[src/include/phy_dq_pkg.sv]
package phy_dq_pkg;

  // Pin lanes and strobe groups at the widest mode.
  localparam int DQ_LANES = 36;
  localparam int STROBE_GROUPS = 4;
  localparam int DDR_GROUP_BITS = 8;
  localparam int QDR_GROUP_BITS = 9;

  // Memory clock timing derived from the system clock.
  localparam int CLK_FREQ_MHZ = 10;
  localparam int HALF_PERIOD_CYC = 4;
  localparam int READ_LATENCY = 2;

  // Calibration is repeated after this interval.
  localparam int CAL_INTERVAL_US = 1000;
  localparam int CAL_INTERVAL_CYC = CAL_INTERVAL_US * CLK_FREQ_MHZ;

  // Capture phase held until the first calibration completes; no read is sampled with it.
  localparam int CAP_PHASE_RST = 2;

  localparam logic MEM_DDR = 1'b0;
  localparam logic MEM_QDR = 1'b1;

  typedef enum logic [2:0] {
    BUS_X8 = 3'h0,
    BUS_X9 = 3'h1,
    BUS_X16 = 3'h2,
    BUS_X18 = 3'h3,
    BUS_X32 = 3'h4,
    BUS_X36 = 3'h5
  } bus_mode_type;

  typedef enum logic [2:0] {
    OP_IDLE = 3'h1,
    OP_WRITE = 3'h2,
    OP_READ = 3'h4
  } op_type;

endpackage

[src/memory_phy_dq_grouping.sv]
// How it works
// - For DDR and DDR2 memory the strobe is driven only while writing and is never used to capture reads.
// - Read data is sampled at a capture phase made inside the block from its own clock.
// - Captured read data never passes through a strobe clock domain, so no domain transfer exists.
// - The block recalibrates its capture phase at a regular interval against the returned read clock.
// - DDR modes share bidirectional data and strobe pins; QDR II writes on a separate output group.
// - The data bus is configurable to 8, 9, 16, 18, 32 or 36 lines.
// - DDR and DDR2 memory always use eight-line strobe groups, combined for wider buses.
// - The 9, 18 and 36 line modes serve QDR II with one, two or four parity bits.
// - Only single-ended strobes exist; there is no complementary strobe output.
// - Writes are masked by data mask pins for DDR or byte write selects for QDR II.
module memory_phy_dq_grouping #(
  parameter int HALF_PER = phy_dq_pkg::HALF_PERIOD_CYC,
  parameter int RD_LAT = phy_dq_pkg::READ_LATENCY,
  parameter int CAL_INTERVAL = phy_dq_pkg::CAL_INTERVAL_CYC,
  parameter int CAP_RST = phy_dq_pkg::CAP_PHASE_RST
) (
  input logic clk_sys,
  input logic rst_n,
  input logic mem_type,
  input logic [2:0] bus_mode,
  input logic wr_valid,
  input logic [35:0] wr_data_rise,
  input logic [35:0] wr_data_fall,
  input logic [3:0] wr_mask_rise,
  input logic [3:0] wr_mask_fall,
  input logic rd_req,
  output logic req_ready,
  output logic rd_valid,
  output logic [35:0] rd_data_rise,
  output logic [35:0] rd_data_fall,
  output logic [3:0] rd_parity_err,
  output logic mode_err,
  output logic cal_busy,
  output logic [$clog2(2*HALF_PER)-1:0] cap_phase,
  output logic mem_ck,
  output logic mem_ck_n,
  input logic [35:0] dq_i,
  output logic [35:0] dq_o,
  output logic [35:0] dq_oe,
  output logic [35:0] d_o,
  output logic [3:0] dqs_o,
  output logic [3:0] dqs_oe,
  output logic [3:0] dm_o,
  output logic [3:0] bws_n_o,
  input logic cq_i
);

  localparam int PER = 2 * HALF_PER;
  localparam int PW = $clog2(PER);
  localparam int QTR = HALF_PER / 2;
  localparam int CW = $clog2(CAL_INTERVAL + 1);
  localparam int LANES = phy_dq_pkg::DQ_LANES;
  localparam int GRPS = phy_dq_pkg::STROBE_GROUPS;

  if (HALF_PER < 2 || RD_LAT < 2 || CAL_INTERVAL < 2 || CAP_RST < 0 || CAP_RST >= PER) begin
    $error("memory_phy_dq_grouping: parameter out of range");
  end

  // Mode decode.
  logic qdr_mode;
  logic nine_mode;
  logic eight_mode;
  logic mode_ok;
  logic [5:0] width;
  logic [2:0] ngroups;
  logic [LANES-1:0] lane_en;
  logic [GRPS-1:0] grp_en;

  assign qdr_mode = mem_type == phy_dq_pkg::MEM_QDR;
  assign nine_mode = bus_mode == phy_dq_pkg::BUS_X9 || bus_mode == phy_dq_pkg::BUS_X18 ||
                     bus_mode == phy_dq_pkg::BUS_X36;
  assign eight_mode = bus_mode == phy_dq_pkg::BUS_X8 || bus_mode == phy_dq_pkg::BUS_X16 ||
                      bus_mode == phy_dq_pkg::BUS_X32;
  assign mode_ok = qdr_mode ? nine_mode : eight_mode;
  assign ngroups = (bus_mode == phy_dq_pkg::BUS_X8 || bus_mode == phy_dq_pkg::BUS_X9) ? 3'h1 :
                   (bus_mode == phy_dq_pkg::BUS_X16 || bus_mode == phy_dq_pkg::BUS_X18) ? 3'h2 :
                   3'h4;
  assign width = nine_mode ? 6'(ngroups) * 6'(phy_dq_pkg::QDR_GROUP_BITS) :
                             6'(ngroups) * 6'(phy_dq_pkg::DDR_GROUP_BITS);

  // Phase divider: one memory clock period is PER system cycles.
  logic [PW-1:0] phase_q;
  logic [PW-1:0] phase_d;
  logic last_slot;
  logic first_slot;
  logic mid_slot;
  logic q1_slot;
  logic q3_slot;

  assign last_slot = phase_q == PW'(PER - 1);
  assign first_slot = phase_q == '0;
  assign mid_slot = phase_q == PW'(HALF_PER);
  assign q1_slot = phase_q == PW'(QTR);
  assign q3_slot = phase_q == PW'(HALF_PER + QTR);
  assign phase_d = last_slot ? '0 : phase_q + PW'(1);

  // Request slot and operation of the coming period.
  logic req_ready_q;
  logic wr_take;
  logic rd_take;
  phy_dq_pkg::op_type op_q;
  phy_dq_pkg::op_type op_d;
  logic wr_op;
  logic rd_op;

  assign wr_take = req_ready_q && wr_valid;
  assign rd_take = req_ready_q && !wr_valid && rd_req;
  assign op_d = wr_take ? phy_dq_pkg::OP_WRITE : rd_take ? phy_dq_pkg::OP_READ :
                phy_dq_pkg::OP_IDLE;
  assign wr_op = op_q == phy_dq_pkg::OP_WRITE;
  assign rd_op = op_q == phy_dq_pkg::OP_READ;

  // Write word latches and parity insertion.
  logic [35:0] wr_rise_q;
  logic [35:0] wr_fall_q;
  logic [3:0] mask_rise_q;
  logic [3:0] mask_fall_q;
  logic [35:0] out_rise;
  logic [35:0] out_fall;

  // Synchronised pins.
  logic [36:0] pin_s;
  logic [35:0] dq_s;
  logic cq_s;

  assign dq_s = pin_s[35:0];
  assign cq_s = pin_s[36];

  // Read capture.
  logic [35:0] cap_rise_q;
  logic [RD_LAT-1:0] rd_pend_q;
  logic [RD_LAT-1:0] rd_pend_d;
  logic cap_arm_q;
  logic fall_arm_q;
  logic arm_set;
  logic rise_hit;
  logic fall_hit;
  logic [PW-1:0] cap_phase_q;
  logic [PW-1:0] cap_fall;
  logic [PW:0] fall_sum;
  logic [35:0] rd_word;
  logic [3:0] par_chk;

  // Calibration.
  logic cal_due_q;
  logic [CW-1:0] cal_cnt_q;
  logic cq_prev_q;
  logic cq_rise;
  logic cal_hit;
  logic [PW:0] cal_sum;
  logic [PW-1:0] cal_phase;

  for (genvar i = 0; i < LANES; i++) begin : g_lane
    assign lane_en[i] = 6'(i) < width;
    if (i % phy_dq_pkg::QDR_GROUP_BITS == phy_dq_pkg::QDR_GROUP_BITS - 1) begin : g_par
      assign out_rise[i] = qdr_mode ? ^wr_rise_q[i-8 +: 8] : wr_rise_q[i];
      assign out_fall[i] = qdr_mode ? ^wr_fall_q[i-8 +: 8] : wr_fall_q[i];
      assign par_chk[i / phy_dq_pkg::QDR_GROUP_BITS] = ^dq_s[i-8 +: 9];
    end else begin : g_dat
      assign out_rise[i] = wr_rise_q[i];
      assign out_fall[i] = wr_fall_q[i];
    end
  end

  for (genvar g = 0; g < GRPS; g++) begin : g_grp
    assign grp_en[g] = 3'(g) < ngroups;
  end

  assign rd_word = dq_s & lane_en;

  sync_2ff #(
    .WIDTH(37)
  ) u_pin_sync (
    .clk_sys(clk_sys),
    .rst_n(rst_n),
    .async_in({cq_i, dq_i}),
    .sync_q(pin_s)
  );

  // Capture phases come from the internal divider, never from the strobe pins.
  assign rd_pend_d = {rd_pend_q[RD_LAT-2:0], rd_op};
  assign arm_set = last_slot && rd_pend_d[RD_LAT-1];
  // A due calibration holds the capture so that the stale phase never samples a word.
  assign rise_hit = cap_arm_q && !cal_due_q && phase_q == cap_phase_q;
  assign fall_sum = {1'b0, cap_phase_q} + (PW + 1)'(HALF_PER);
  assign cap_fall = fall_sum >= (PW + 1)'(PER) ? PW'(fall_sum - (PW + 1)'(PER)) : PW'(fall_sum);
  assign fall_hit = fall_arm_q && phase_q == cap_fall;

  // Calibration centres the capture phase a quarter period after a read clock edge.
  assign cq_rise = cq_s && !cq_prev_q;
  assign cal_hit = cal_due_q && cap_arm_q && cq_rise;
  assign cal_sum = {1'b0, phase_q} + (PW + 1)'(QTR);
  assign cal_phase = cal_sum >= (PW + 1)'(PER) ? PW'(cal_sum - (PW + 1)'(PER)) : PW'(cal_sum);

  always_ff @(posedge clk_sys or negedge rst_n) begin
    if (!rst_n) begin
      phase_q <= '0;
      req_ready_q <= 1'b0;
      op_q <= phy_dq_pkg::OP_IDLE;
    end else begin
      phase_q <= phase_d;
      req_ready_q <= phase_q == PW'(PER - 2) && mode_ok;
      if (last_slot) begin
        op_q <= op_d;
      end
    end
  end

  always_ff @(posedge clk_sys or negedge rst_n) begin
    if (!rst_n) begin
      wr_rise_q <= '0;
      wr_fall_q <= '0;
      mask_rise_q <= '0;
      mask_fall_q <= '0;
    end else if (wr_take) begin
      wr_rise_q <= wr_data_rise;
      wr_fall_q <= wr_data_fall;
      mask_rise_q <= wr_mask_rise;
      mask_fall_q <= wr_mask_fall;
    end
  end

  // Memory clock and its complement.
  always_ff @(posedge clk_sys or negedge rst_n) begin
    if (!rst_n) begin
      mem_ck <= 1'b0;
      mem_ck_n <= 1'b1;
    end else if (first_slot || mid_slot) begin
      mem_ck <= first_slot;
      mem_ck_n <= !first_slot;
    end
  end

  // Write data: rise word in the first half, fall word in the second.
  always_ff @(posedge clk_sys or negedge rst_n) begin
    if (!rst_n) begin
      dq_o <= '0;
      dq_oe <= '0;
      d_o <= '0;
    end else if (first_slot || mid_slot) begin
      dq_o <= (wr_op && !qdr_mode) ? ((first_slot ? out_rise : out_fall) & lane_en) : '0;
      dq_oe <= (wr_op && !qdr_mode) ? lane_en : '0;
      d_o <= (wr_op && qdr_mode) ? ((first_slot ? out_rise : out_fall) & lane_en) : '0;
    end
  end

  // Single-ended strobe, centred in each data half, only while writing DDR.
  always_ff @(posedge clk_sys or negedge rst_n) begin
    if (!rst_n) begin
      dqs_o <= '0;
      dqs_oe <= '0;
    end else begin
      if (first_slot) begin
        dqs_oe <= (wr_op && !qdr_mode) ? grp_en : '0;
      end
      if (q1_slot || q3_slot) begin
        dqs_o <= (wr_op && !qdr_mode && q1_slot) ? grp_en : '0;
      end
    end
  end

  // Write masks follow the memory type.
  always_ff @(posedge clk_sys or negedge rst_n) begin
    if (!rst_n) begin
      dm_o <= '0;
      bws_n_o <= 4'hF;
    end else if (first_slot || mid_slot) begin
      dm_o <= (wr_op && !qdr_mode) ? ((first_slot ? mask_rise_q : mask_fall_q) & grp_en) : '0;
      bws_n_o <= (wr_op && qdr_mode) ? ((first_slot ? mask_rise_q : mask_fall_q) | ~grp_en) :
                 4'hF;
    end
  end

  // Read capture runs on the system clock only.
  always_ff @(posedge clk_sys or negedge rst_n) begin
    if (!rst_n) begin
      rd_pend_q <= '0;
      cap_arm_q <= 1'b0;
      fall_arm_q <= 1'b0;
      cap_rise_q <= '0;
    end else begin
      if (last_slot) begin
        rd_pend_q <= rd_pend_d;
      end
      cap_arm_q <= arm_set ? 1'b1 : rise_hit ? 1'b0 : cap_arm_q;
      fall_arm_q <= rise_hit ? 1'b1 : fall_hit ? 1'b0 : fall_arm_q;
      if (rise_hit) begin
        cap_rise_q <= rd_word;
      end
    end
  end

  always_ff @(posedge clk_sys or negedge rst_n) begin
    if (!rst_n) begin
      rd_valid <= 1'b0;
      rd_data_rise <= '0;
      rd_data_fall <= '0;
      rd_parity_err <= '0;
    end else begin
      rd_valid <= fall_hit;
      if (fall_hit) begin
        rd_data_rise <= cap_rise_q;
        rd_data_fall <= rd_word;
        rd_parity_err <= (qdr_mode && nine_mode) ? (par_chk & grp_en) : '0;
      end
    end
  end

  // Periodic calibration timer and phase update.
  always_ff @(posedge clk_sys or negedge rst_n) begin
    if (!rst_n) begin
      cal_due_q <= 1'b1;
      cal_cnt_q <= '0;
      cq_prev_q <= 1'b0;
      cap_phase_q <= PW'(CAP_RST);
    end else begin
      cq_prev_q <= cq_s;
      if (cal_hit) begin
        cap_phase_q <= cal_phase;
        cal_due_q <= 1'b0;
        cal_cnt_q <= '0;
      end else if (!cal_due_q) begin
        if (cal_cnt_q == CW'(CAL_INTERVAL - 1)) begin
          cal_due_q <= 1'b1;
          cal_cnt_q <= '0;
        end else begin
          cal_cnt_q <= cal_cnt_q + CW'(1);
        end
      end
    end
  end

  always_ff @(posedge clk_sys or negedge rst_n) begin
    if (!rst_n) begin
      mode_err <= 1'b0;
      req_ready <= 1'b0;
      cal_busy <= 1'b1;
      cap_phase <= PW'(CAP_RST);
    end else begin
      mode_err <= !mode_ok;
      req_ready <= phase_q == PW'(PER - 2) && mode_ok;
      cal_busy <= cal_hit ? 1'b0 : cal_due_q;
      cap_phase <= cal_hit ? cal_phase : cap_phase_q;
    end
  end

endmodule

[src/sync_2ff.sv]
module sync_2ff #(
  parameter int WIDTH = 1
) (
  input logic clk_sys,
  input logic rst_n,
  input logic [WIDTH-1:0] async_in,
  output logic [WIDTH-1:0] sync_q
);

  logic [WIDTH-1:0] meta_q;

  always_ff @(posedge clk_sys or negedge rst_n) begin
    if (!rst_n) begin
      meta_q <= '0;
      sync_q <= '0;
    end else begin
      meta_q <= async_in;
      sync_q <= meta_q;
    end
  end

endmodule

[config.mk]
export PLATFORM = sky130hd
export DESIGN_NAME = memory_phy_dq_grouping
export DESIGN_NICKNAME = d
export VERILOG_FILES = /design/src/include/phy_dq_pkg.sv /design/src/memory_phy_dq_grouping.sv /design/src/sync_2ff.sv
export SDC_FILE = /design/constraint.sdc
export NUM_CORES = 1
export LEC_CHECK = 0
export ABC_AREA = 0
export BUFFER_PORTS_ARGS = -buffer_cell sky130_fd_sc_hd__buf_2
export CORE_ASPECT_RATIO = 1.75
export CORE_MARGIN = 5
export CORE_UTILIZATION = 45
export DETAILED_ROUTE_END_ITERATION = 6
export PLACE_DENSITY = 0.71
export SLEW_MARGIN = 20
export SYNTH_ARGS = -nofsm -noshare
export SYNTH_HDL_FRONTEND = slang
export SYNTH_SLANG_ARGS = --single-unit
[constraint.sdc]
create_clock -name clk_sys -period 2.1 [get_ports clk_sys]
set_input_delay 0.315 -clock clk_sys [delete_from_list [all_inputs] [get_ports clk_sys]]
set_output_delay 0.315 -clock clk_sys [all_outputs]
set_load 0.01 [all_outputs]
==> impl_metrics.tcl <==
set metrics [dict create \
    setup-tns-final_ns 0 \
    antenna_found_initial 1 \
    layout.nets 1889 \
    yosys.cell_types.count 47 \
    ir_drop_uv 650 \
    timing.rr.end "dm_o[0]" \
    viasPerCell 5.00 \
    p_per_area_nw_per_um2 888 \
    initial_core_util_pct 45.2 \
    whs_ns 0.0173 \
    layout-drive-gt1-share_pct 31.1 \
    busiest_layer "met2" \
    fin_crit_sh_pct 92.1 \
    io_pins 334 \
    rows 91 \
    max_clock_freq_ghz 0.517 \
    period_needed_ns 1.93 \
    max-slew-margin-rel_pct 55.3 \
    fp.dieW_um 152 \
    drv_slew 0 \
    hold_depth 2 \
    criticalPathCategory "reg -> reg" \
    synth_seq_area_share_pct 63.9 \
    ys_ff_latch 404 \
    cpPeakStageDelay_ns 0.42 \
    p_total_mw 18.0 \
    path_max_fanout 8 \
    cpLargestDelayFamily "flip-flops" \
    cts_buffers 38 \
    grt_setup_unrepaired "false" \
    run_status "finished, final reports clean" \
    rr_worst_depth 7 \
    holdPathEnd "wr_rise_q[27]" \
    track_usage_pct 21.6 \
    drc_errors 0 \
    seq_area_um2 10100 \
    clkLatencyLatePin_ns 0.54 \
    synth_area_um2 15800 \
    multi_input_area_um2 5210 \
    root_buffer "clkbuf_16" \
    cp_num_buf_inv 2 \
    antenna_left 0 \
    grt_pass1_wl_mm 66.3 \
    cts.reportedPaths.clkPinSlew_ns 0.07 \
    slowest_stage "dfrtp_1" \
    wire_per_inst_um 18.5 \
    cp_data_required_time_ns 2.53 \
    dr.first_iter.drc_count 525 \
    place_area_um2 18200 \
    grtUsageMet2_pct 39.6 \
    crit_chain "inv_1, ha_1, nor2b_4, buf_12, mux2i_1, nor3_1, a21o_1" \
    fillers 2925 \
    grt_max_degree 59 \
    hold_viol 0 \
    vias 11300 \
    dr.pass1.iters 4 \
    p_leak_nw 10.4 \
    h-tree-depth 2 \
    worstHoldStart "wr_data_rise[27]" \
    die-area_um2 39200 \
    cts_tree "done" \
    use_met3_pct 4.21 \
    first_global_vias 12200 \
    clock-sinks 404 \
    cts_buffer_depth 3 \
    hpwl_mm 30.1 \
    dieHeight_um 258 \
    syn-instance-count 1338 \
    met1_usage_pct 24.4 \
    async_reset_ff_share_pct 100 \
    fin_worst_skew_ns 0.0268 \
    gp_congestion 0.840 \
    grt-ovfl-total 0 \
    yosysWarnings 0 \
    rr_startpoint "phase_q[0]" \
    final_area_um2 20300 \
    area_growth_pct 28.2 \
    coreArea_um2 35100 \
    worst-slew-pin-transition_ns 0.670 \
    wirelength_mm 41.7 \
    hold_class "in -> reg" \
    finalSetupViolations 0 \
    maxCapViolCount 0 \
    worst_setup_path_start_kind "flop" \
    worst_setup_path_end_kind "flop" \
    avgSynthCellArea_um2 11.8 \
    cp.arrival_ns 2.36 \
    yosys_most_used_dff "dfrtp_1" \
    numPortBuffers 333 \
    synth-edff-count 0 \
    r2r_slack_ns 0.17 \
    syn_nets 1470 \
]
==> metrics by stage <==
stage          cells  worst slack, ns  util, %
5_1_grt         2249           0.0144     57.9
3_5_place_dp    2093            0.109     51.8
4_1_cts         2245           0.0658     57.7
3_3_place_gp    2093            0.168     51.8
6_report        2251            0.167     57.9
2_1_floorplan   1338            0.207        -
==> area by class of cell <==
type	count	area share (%)
sequential	404	49.9
multi-input combinational	817	25.7
timing repair buffer	470	15.1
clock buffer	53	5.51
tap	465	2.87
clock inverter	14	0.512
inverter	26	0.481
antenna	2	0.0247
==> registers in the layout (all words and copies together) (netlist names), 3 cells and up <==
name,flops
wr_rise_q,36
u_pin_sync.meta_q,37
op_q,3
cap_rise_q,36
dqs_o,3
mask_rise_q,4
rd_data_fall,36
mask_fall_q,4
dm_o,4
cap_phase_q,3
wr_fall_q,36
rd_data_rise,36
phase_q,3
u_pin_sync.sync_q,37
dq_o,36
bws_n_o,4
d_o,36
dqs_oe,3
dq_oe,18
rd_parity_err,4
cal_cnt_q,14
==> placed cells by master (no fill, tap or decap), drive strengths merged, types with 9 or more instances in the layout <==
cell type,Yosys,routed
nand2,330,330
o2bb2ai,60,60
nand3,10,10
clkinv,0,10
dlygate4sd3,0,86
inv,26,27
dfrtp,395,395
clkbuf,46,53
nor3,12,12
mux2,90,90
xor2,14,14
o21ai,100,100
xnor2,85,85
mux2i,18,18
nor2,13,13
a21o,18,18
buf,45,384
dfstp,9,9
==> what timing repair did <==
action | 4_1_cts | 5_1_grt
resized for setup | 0 | 2
hold buffers | 85 | 1
setup endpoints to repair | 0 | 32
setup buffers | 0 | 3
hold endpoints to repair | 118 | 1
==> power breakdown <==
| part | switching [mW] | internal, mW | total, mW |
|---|---|---|---|
| Clock | 2.90 | 3.85 | 6.75 |
| Sequential | 0.437 | 8.40 | 8.84 |
| Combinational | 1.18 | 1.26 | 2.44 |
| Total | 4.52 | 13.5 | 18.0 |
==> cells in the mapped netlist, types with 8 or more instances <==
master     instances  area [um2]
a21o_1            18         135
and3_1             8        50.1
buf_1             11        41.3
buf_2             13        65.1
buf_4             21         158
clkbuf_1          46         173
dfrtp_1          395        9880
dfstp_2            9         236
inv_1             24        90.1
mux2_2            84         946
mux2i_1           18         180
nand2_1          330        1240
nand3_1           10        50.1
nor2_1            12        45.0
nor3_1            12        60.1
o21ai_0           61         305
o21ai_1           39         195
o2bb2ai_1         60         526
xnor2_1           84         736
xor2_1            14         123
==> cells by family (layout without fill, tap and decap cells) <==
kind of cell | after synthesis | after routing | synth area share, %
flip-flops | 404 | 404 | 63.9
adder cells (fa/ha/maj) | 7 | 7 | 0.553
other | 0 | 2 | 0
buffers and inverters | 117 | 563 | 3.37
AO/OA/AOI/OAI | 205 | 205 | 8.64
AND/OR/NAND/NOR | 396 | 396 | 10.2
multiplexers | 110 | 110 | 7.82
XOR/XNOR | 99 | 99 | 5.52
==> worst max-delay path by stage <==
stage | startpoint | end | slack [ns] | cells past startpoint
5_1_grt | phase_q[0] | dq_o[33] | 0.01 | 7
2_1_floorplan | phase_q[1] | dq_o[26] | 0.21 | 6
3_5_place_dp | phase_q[0] | bws_n_o[1] | 0.11 | 6
3_3_place_gp | phase_q[0] | dq_o[26] | 0.17 | 5
4_1_cts | phase_q[0] | bws_n_o[1] | 0.07 | 6
6_report | phase_q[0] | dm_o[0] | 0.17 | 7
==> layer usage <==
| metal | share of wire, % | vias to the layer above |
|---|---|---|
| li1 | - | 5285 |
| met1 | 36 | 5561 |
| met4 | 3.8 | 0 |
| met5 | 0 | - |
| met3 | 5.9 | 88 |
| met2 | 54 | 316 |
No activity file was read; power rests on OpenSTA's default activity.
